<file path="config.mk">
export PLATFORM = sky130hd
export DESIGN_NAME = wwdt_core
export DESIGN_NICKNAME = d
export VERILOG_FILES = /design/src/logic/wwdt_pkg.sv /design/src/logic/wwdt_core.sv
export SDC_FILE = /design/constraint.sdc
export NUM_CORES = 1
export LEC_CHECK = 0
export BUFFER_PORTS_ARGS = -buffer_cell sky130_fd_sc_hd__buf_2
export CORE_ASPECT_RATIO = 1.5
export CORE_MARGIN = 4
export CORE_UTILIZATION = 35
export DETAILED_ROUTE_END_ITERATION = 16
export PLACE_DENSITY = 0.52
export RECOVER_POWER = 50
export SETUP_SLACK_MARGIN = 0.5
export SYNTH_ARGS = -nofsm -noshare
export SYNTH_HDL_FRONTEND = slang
export SYNTH_SLANG_ARGS = --single-unit
</file>
<file path="constraint.sdc">
create_clock -name mclk -period 14.8 [get_ports mclk]
set_input_delay 2.22 -clock mclk [delete_from_list [all_inputs] [get_ports mclk]]
set_output_delay 2.22 -clock mclk [all_outputs]
set_load 0.005 [all_outputs]
</file>
<file path="src/logic/wwdt_pkg.sv">
// package of constants for the windowed watchdog timer
`default_nettype none
package wwdt_pkg;
   // register byte addresses
   localparam logic [11:0] ADDR_PERIOD_CTRL  = 12'h000;
   localparam logic [11:0] ADDR_CLK_OPEN     = 12'h004;
   localparam logic [11:0] ADDR_PRESCALE_CNT = 12'h008;
   localparam logic [11:0] ADDR_COUNTER_STAT = 12'h00C;
   localparam logic [11:0] ADDR_POWER_CTRL   = 12'h010;
   // mode configuration codes
   localparam logic [1:0] MODE_OFF    = 2'h0;
   localparam logic [1:0] MODE_SW     = 2'h1;
   localparam logic [1:0] MODE_AWAKE  = 2'h2;
   localparam logic [1:0] MODE_ALWAYS = 2'h3;
   // period select codes
   localparam logic [4:0] PS_SW_CODE  = 5'h1F;
   localparam logic [4:0] PS_RESET    = 5'h0B;
   localparam logic [4:0] PS_MAX      = 5'h12;
   localparam logic [4:0] PS_MIN_LOG2 = 5'h05;
   // window and clock select codes
   localparam logic [2:0] WIN_SW_CODE   = 3'h7;
   localparam logic [2:0] WIN_FULL      = 3'h7;
   localparam logic [2:0] CS_SW_CODE    = 3'h7;
   localparam logic [2:0] CS_LFO        = 3'h0;
   localparam logic [2:0] CS_MFO        = 3'h1;
   localparam logic [2:0] CS_SECONDARY_OSC       = 3'h2;
   localparam logic [2:0] CS_RESET      = 3'h0;
   // field positions
   localparam int PS_LSB   = 1;
   localparam int SWEN_BIT = 0;
   localparam int CS_LSB   = 4;
   localparam int WIN_LSB  = 0;
   // counter widths
   localparam int PRE_W = 18;
   localparam int CNT_W = 5;
   localparam int TOT_W = PRE_W + CNT_W;
endpackage : wwdt_pkg
`default_nettype wire

</file>
<file path="src/logic/wwdt_core.sv">
// windowed watchdog timer core with apb register slave
//
// Added by the designer: the register offsets and the APB interface to the registers.
`timescale 1ns/100ps
`default_nettype none
module wwdt_core
(
   // clock and reset
   input  wire  logic        mclk,
   input  wire  logic        rst,
   input  wire  logic        por,
   // configuration word
   input  wire  logic [1:0]  watchdog_mode_config,
   input  wire  logic [4:0]  period_select_config,
   input  wire  logic [2:0]  window_size_config,
   input  wire  logic [2:0]  timer_clock_select_config,
   // oscillator ticks, one cycle each
   input  wire  logic        low_freq_osc,
   input  wire  logic        mid_freq_osc,
   input  wire  logic        secondary_osc,
   // core and power events
   input  wire  logic        watchdog_clear_instr,
   input  wire  logic        sleep_active,
   input  wire  logic        osc_startup_timer,
   input  wire  logic        osc_fail,
   // apb slave
   input  wire  logic        psel,
   input  wire  logic        penable,
   input  wire  logic        pwrite,
   input  wire  logic [11:0] paddr,
   input  wire  logic [31:0] pwdata,
   output logic [31:0]       prdata,
   output logic              pready,
   output logic              pslverr,
   // reset, wake and status flag outputs
   output logic              wdt_reset,
   output logic              wdt_wake,
   output logic              timeout_flag_n,
   output logic              powerdown_flag_n,
   output logic              watchdog_reset_flag_n,
   output logic              window_violation_n
);
   import wwdt_pkg::*;

   logic [4:0]       period_select_q;
   logic             swen_q;
   logic [2:0]       clk_sel_q;
   logic [2:0]       win_sel_q;
   logic [TOT_W-1:0] count_q;
   logic             armed_q;
   logic             sleep_q;
   logic             rst_q;
   logic             wake_q;
   logic             to_n_q;
   logic             pd_n_q;
   logic             watchdog_reset_flag_n_n_q;
   logic             wv_n_q;
   logic [31:0]      rdata_q;

   // bus decode
   wire acc        = psel & penable;
   wire wr         = acc & pwrite;
   wire rd         = acc & ~pwrite;
   wire hit_pc     = paddr == ADDR_PERIOD_CTRL;
   wire hit_co     = paddr == ADDR_CLK_OPEN;
   wire hit_pre    = paddr == ADDR_PRESCALE_CNT;
   wire hit_cs     = paddr == ADDR_COUNTER_STAT;
   wire hit_pw     = paddr == ADDR_POWER_CTRL;
   wire mapped     = hit_pc | hit_co | hit_pre | hit_cs | hit_pw;
   wire wr_pc      = wr & hit_pc;
   wire wr_co      = wr & hit_co;
   wire wr_pw      = wr & hit_pw;
   // arming is a read of the period control register
   wire arm_read   = rd & hit_pc;

   wire ps_lock    = period_select_config != PS_SW_CODE;
   wire cs_lock    = timer_clock_select_config != CS_SW_CODE;
   wire win_lock   = window_size_config != WIN_SW_CODE;

   // software bit only in mode 01
   wire enabled =
      (watchdog_mode_config == MODE_ALWAYS) |
      ((watchdog_mode_config == MODE_AWAKE) & ~sleep_active) |
      ((watchdog_mode_config == MODE_SW) & swen_q);

   // clock source; 111 and others give no tick
   wire [2:0] eff_cs = cs_lock ? timer_clock_select_config : clk_sel_q;
   wire tick = (eff_cs == CS_LFO)  ? low_freq_osc :
               (eff_cs == CS_MFO)  ? mid_freq_osc :
               (eff_cs == CS_SECONDARY_OSC) ? secondary_osc : 1'b0;

   // ratio log2; reserved codes fall to 1:32
   wire [4:0] ps_code = (period_select_q > PS_MAX) ? 5'h00 : period_select_q;
   wire [4:0] log2r   = ps_code + PS_MIN_LOG2;
   // combined prescaler and counter reaching the ratio
   wire [TOT_W-1:0] last = (TOT_W'(1) << log2r) - TOT_W'(1);

   wire [2:0] eff_win = win_lock ? window_size_config : win_sel_q;
   wire [3:0] closed8 = 4'h7 - {1'b0, eff_win};
   // open once count passes the closed eighths
   wire [TOT_W+3:0] cnt8  = {1'b0, count_q, 3'h0};
   wire [TOT_W+3:0] shut  = {4'h0, TOT_W'(closed8)} << log2r;
   wire win_open = (eff_win == WIN_FULL) | (cnt8 >= shut);

   wire clr_evt   = watchdog_clear_instr & enabled;
   wire violation = clr_evt & (~armed_q | ~win_open);
   wire valid_clr = clr_evt & ~violation;
   // timeout tick; an accepted clear landing on that tick wins over it
   wire overflow  = enabled & tick & (count_q == last) & ~valid_clr;
   wire sleep_chg = sleep_active ^ sleep_q;
   // sleep timeout wakes; awake timeout resets
   wire sleep_to  = overflow & sleep_active;
   wire awake_to  = overflow & ~sleep_active;

   // osc fail clears, divider change has no input here
   wire clr_count = valid_clr | sleep_chg | ~enabled | osc_startup_timer |
                    wr_pc | wr_co | osc_fail | overflow | violation;

   // counter, held clear by any clearing event
   always_ff @(posedge mclk) begin
      if (rst | clr_count) begin
         count_q <= '0;
      end else if (tick) begin
         count_q <= count_q + TOT_W'(1);
      end
   end

   // arming read sets, clears disarm; arming read wins
   always_ff @(posedge mclk) begin
      if (rst) begin
         armed_q <= 1'b0;
      end else if (arm_read) begin
         armed_q <= 1'b1;
      end else if (clr_count) begin
         armed_q <= 1'b0;
      end
   end

   // control registers; reset loads configured or default
   always_ff @(posedge mclk) begin
      if (rst) begin
         period_select_q <= ps_lock ? period_select_config : PS_RESET;
         swen_q          <= 1'b0;
         clk_sel_q       <= CS_RESET;
         win_sel_q       <= window_size_config;
      end else begin
         if (wr_pc & ~ps_lock) begin
            period_select_q <= pwdata[PS_LSB +: 5];
         end
         if (wr_pc) begin
            swen_q <= pwdata[SWEN_BIT];
         end
         if (wr_co & ~cs_lock) begin
            clk_sel_q <= pwdata[CS_LSB +: 3];
         end
         if (wr_co & ~win_lock) begin
            win_sel_q <= pwdata[WIN_LSB +: 3];
         end
      end
   end

   // sleep edge tracking and one-cycle reset and wake pulses
   always_ff @(posedge mclk) begin
      if (rst) begin
         sleep_q <= 1'b0;
         rst_q   <= 1'b0;
         wake_q  <= 1'b0;
      end else begin
         sleep_q <= sleep_active;
         rst_q   <= awake_to | violation;
         wake_q  <= sleep_to;
      end
   end

   // violation flag; por sets, violation wins over write
   always_ff @(posedge mclk) begin
      if (por) begin
         wv_n_q <= 1'b1;
      end else if (violation) begin
         wv_n_q <= 1'b0;
      end else if (wr_pw) begin
         wv_n_q <= pwdata[1] | wv_n_q;
      end
   end

   // status flags; hardware event wins over firmware set
   always_ff @(posedge mclk) begin
      if (por) begin
         to_n_q   <= 1'b1;
         pd_n_q   <= 1'b1;
         watchdog_reset_flag_n_n_q <= 1'b1;
      end else if (overflow) begin
         to_n_q   <= 1'b0;
         pd_n_q   <= ~sleep_active;
         watchdog_reset_flag_n_n_q <= 1'b0;
      end else if (valid_clr) begin
         to_n_q   <= 1'b1;
         pd_n_q   <= 1'b1;
      end else if (wr_pw) begin
         watchdog_reset_flag_n_n_q <= pwdata[0] | watchdog_reset_flag_n_n_q;
      end
   end

   // read mux; armed bit beside counter and top prescale bits
   wire [31:0] rd_mux =
      hit_pc  ? {26'h0, period_select_q, swen_q} :
      hit_co  ? {25'h0, eff_cs, 1'b0, eff_win} :
      hit_pre ? {14'h0, count_q[PRE_W-1:0]} :
      hit_cs  ? {25'h0, count_q[TOT_W-1 -: 4], armed_q, count_q[PRE_W-1 -: 2]} :
      hit_pw  ? {30'h0, wv_n_q, watchdog_reset_flag_n_n_q} : 32'h0;

   always_ff @(posedge mclk) begin
      if (rst) begin
         rdata_q <= 32'h0;
      end else if (psel & ~penable & ~pwrite) begin
         rdata_q <= rd_mux;
      end
   end

   // zero-wait slave; unmapped addresses answer with error
   assign pready                = 1'b1;
   assign pslverr               = acc & ~mapped;
   assign prdata                = rdata_q;
   assign wdt_reset             = rst_q;
   assign wdt_wake              = wake_q;
   assign timeout_flag_n        = to_n_q;
   assign powerdown_flag_n      = pd_n_q;
   assign watchdog_reset_flag_n = watchdog_reset_flag_n_n_q;
   assign window_violation_n    = wv_n_q;
endmodule // wwdt_core
`default_nettype wire

</file>
==> key figures <==
Layout
  – Share of layout cells above drive strength 1: 0.1735
  – Area delta synth->final: 9.949%
  – Diode count: 0
  – Fillers: 1736
  – FF/Latch Area: 0.001301 sq mm
  – Multi-input gate area: approximately 0.0042 sq mm
  – Nets: 894

Clock tree
  – TritonCTS clock tree: built
  – Post_cts resized: 0
  – Root buf cell: clkbuf_16
  – Number of clock sinks: 61
  – CTS Buf Count: 9
  – Worst-skew pair later-pin latency: around 0.33 ns
  – CTS clk-pin slew, worst paths: roughly 0.050 ns
  – CTS Hold Bufs: 0
  – Htree depth: 3
  – Clk buf depth: 2
  – Setup Buffers After CTS: 0

Setup path
  – Critical path's top delay family: compound AO/OA/AOI/OAI gates
  – Critical Path AT: 6.78 ns
  – Worst path depth: 20
  – FF-to-FF End: armed_q
  – Worst R2R Path Depth: 20
  – Reg2reg setup slack: 8.22 ns
  – WS Path Type: flip-flop to flip-flop
  – Worst r2r src: period_select_q[2]
  – Worst endpoint required time: 15.00 ns
  – Critical path's slowest cell: edfxtp_1
  – CP endpoint kind: flip-flop
  – Worst Setup SP: period_select_q[2]
  – Slowest cell delay on critical path: 0.84 ns
  – Crit path to: armed_q
  – Crit path max fanout: 32
  – Critical path cell sequence: or2_2 > o21ai_0 > and2_1 > ha_1 > buf_4 > clkinv_1 > xnor2_2 > nand2_1 > o22ai_1 > nand2_1 > ha_1 > a211oi_1 > and3_1 > o41ai_1 > a221o_1 > a31oi_1 > o21ai_2 > and4b_1 > buf_4 > o21ai_0
  – Crit start category: flip-flop
  – CP bufs+invs: 3

Placement
  – Setup WS pre-CTS: between 8 and 9 ns
  – Hpwl dp: between 15000 and 20000 um
  – PortBufs: 69
  – Routability-driven placement congestion ratio: 0.9696

Global routing
  – Gr usage total: 0.2146
  – Number of global-route vias before repair: 5927
  – GR Util met1: 0.2523
  – Grt ovf: 0
  – Antenna violations before repair: 0
  – Gr busiest metal: met2
  – Met3 usage: 0.01949
  – Largest net degree at the start of global routing: 41
  – First-pass GRT wire length: 32390 um
  – Met2 usage: 0.3809

Timing
  – RSZ-0062 raised after global routing: no
  – Max-slew headroom: -0.1963
  – Setup violators final: 0
  – Clk_skew: ~0.0066 ns
  – Crit share post-route: 0.4445
  – Post-route setup TNS: 0 ns
  – Post-layout min period: 6.579 ns
  – Final hold violation count: 0
  – Max-slew violations: 41
  – F_max: approximately 150 MHz
  – Setup ws final: 8.221 ns
  – Worst slew pin tran: 1.794 ns

Synth
  – Post-Synth XOR/XNOR Area: 0.07218
  – Ys async rst share: 0
  – Largest family of logic cells by synthesized area: simple AND/OR/NAND/NOR gates
  – Unique masters post-synth: 94
  – Mapped Area: 0.005911 sq mm
  – Yosys warns: 0
  – Syn Inst Count: 756
  – Number of synthesized register bits: 61
  – EDFF count, synth: 8
  – Top cell type's share of synthesized area: 0.1795
  – Top cells by area, synth: dfxtp_1 (18%), ha_1 (5.9%), nand2_1 (5.2%), edfxtp_1 (4.1%), nor2_1 (3.9%)
  – Leading area contributor after synthesis: dfxtp_1
  – Sequential element share of the synthesized area: 0.2202
  – Syn_area_per_cell: 7.818 sq um
  – Main synth FF type: dfxtp_1
  – Post-Synth Adder-Cell Area: 0.05927
  – Post-synthesis mux area share: 0.03556
  – Post-Synth Simple-Gate Area: 0.2923
  – Compound-Gate Fraction of Synth Area: 0.2388

Detailed routing
  – 1st-pass router iterations: 5
  – Number of vias per cell: roughly 6
  – Final WL: 20850 um
  – 1st-iter DRT viols: 443
  – DR DRC count: 0
  – Vias: slightly above 6000
  – DRT antenna net count: 0
  – Routed len/inst: 20.70 um

Floorplanning
  – Starting density of the core: 0.3603
  – Core Area: 0.01640 sq mm
  – Die ar.: 0.01907 sq mm
  – Rows: 57
  – Chip Width: roughly 110 um
  – Die H: around 170 um
  – # IOs: 110

Job
  – Max-cap viol count: 1

Run status
  – Failing checks: max-capacitance violations, max-slew violations
  – Status: finished, violations left

Power and ir drop
  – Leakage: between 2 and 2.5 nW
  – PwrDens: 82.58 mW/mm^2
  – Peak VDD IR: roughly 0.000064 V

Worst hold path
  – Worst hold stages: 1
  – Hold/Removal Path Class: flip-flop to flip-flop
logic make-up after synthesis:
group,after synthesis
AO/OA/AOI/OAI,196
XOR/XNOR,47
adder cells (fa/ha/maj),28
buffers and inverters,85
flip-flops,61
multiplexers,18
other,2
AND/OR/NAND/NOR,319
power breakdown:
group	leakage (nW)	internal (W)	total (W)	switching, W
clock	0.135	0.000117	0.000191	0.0000746
combinational	1.75	0.0000579	0.000169	0.000111
sequential	0.506	0.000171	0.000176	0.00000567
total	2.40	0.000345	0.000537	0.000191
registers in the layout, indices dropped and copies added (netlist names), 3 cells and up:
name	count
count_q	23
prdata	18
period_select_q	5
win_sel_q	3
clk_sel_q	3
layer usage:
| metal | up-vias | share of wire | wire (um) |
|---|---|---|---|
| li1 | 2844 | - | - |
| met1 | 2909 | 0.39 | 8228 |
| met2 | 223 | 0.52 | 10820 |
| met3 | 56 | 0.036 | 759 |
| met4 | 0 | 0.050 | 1037 |
| met5 | - | 0 | 0 |
worst min-delay path by stage:
stage / start / to
after floorplan: clk_sel_q[1] / clk_sel_q[1]
after detailed placement: timeout_flag_n / timeout_flag_n
after global placement: timeout_flag_n / timeout_flag_n
after CTS: timeout_flag_n / timeout_flag_n
final: timeout_flag_n / timeout_flag_n
after global routing: timeout_flag_n / timeout_flag_n
synthesized netlist by cell type, types with 22 or more instances:
cell type   n
inv_1      22
clkbuf_1   24
nor3_1     22
a21oi_1    34
xnor2_1    23
dfxtp_1    53
nand2_1    82
ha_1       28
xor2_1     22
nor2_1     62
nand3_1    34
o21ai_0    37
layout by cell type, fill, tap and decap left out, drive strengths merged, types with 6 or more instances in the layout:
master	instances
a211oi	12
a21oi	35
a22oi	18
a31oi	8
and3	13
and4	6
buf	65
clkbuf	23
conb	16
dfxtp	53
edfxtp	8
ha	28
inv	22
mux2i	12
nand2	82
nand2b	10
nand3	34
nand3b	6
nand4	14
nor2	63
nor2b	7
nor3	41
nor4	8
o211ai	12
o21ai	40
o22ai	8
o31a	6
o31ai	6
or2	8
or3	6
xnor2	25
xor2	22
per-stage QoR:
step | hold WS [ns] | total power (W) | cells | utilization | cell area [sq um]
2_1_floorplan | 0.4604 | 0.0002997 | 770 | - | 5963
3_3_place_gp | 0.4534 | 0.0003444 | 991 | 0.3806 | 6243
3_5_place_dp | 0.4786 | 0.0003450 | 991 | 0.3806 | 6243
4_1_cts | 0.4903 | 0.0005368 | 1007 | 0.3971 | 6514
5_1_grt | 0.4996 | 0.0005612 | 1007 | 0.3962 | 6499
6_report | 0.4961 | 0.0005367 | 1007 | 0.3962 | 6499
cell type report:
| class | count | area share |
|---|---|---|
| Clock inverter | 5 | 0.004236 |
| Timing Repair Buffer | 77 | 0.06007 |
| Inverter | 23 | 0.01328 |
| Tap cell | 206 | 0.03966 |
| Multi-Input combinational cell | 624 | 0.6452 |
| Clock buffer | 11 | 0.03735 |
| Sequential cell | 61 | 0.2002 |
Power figures use the tool's default switching activity.
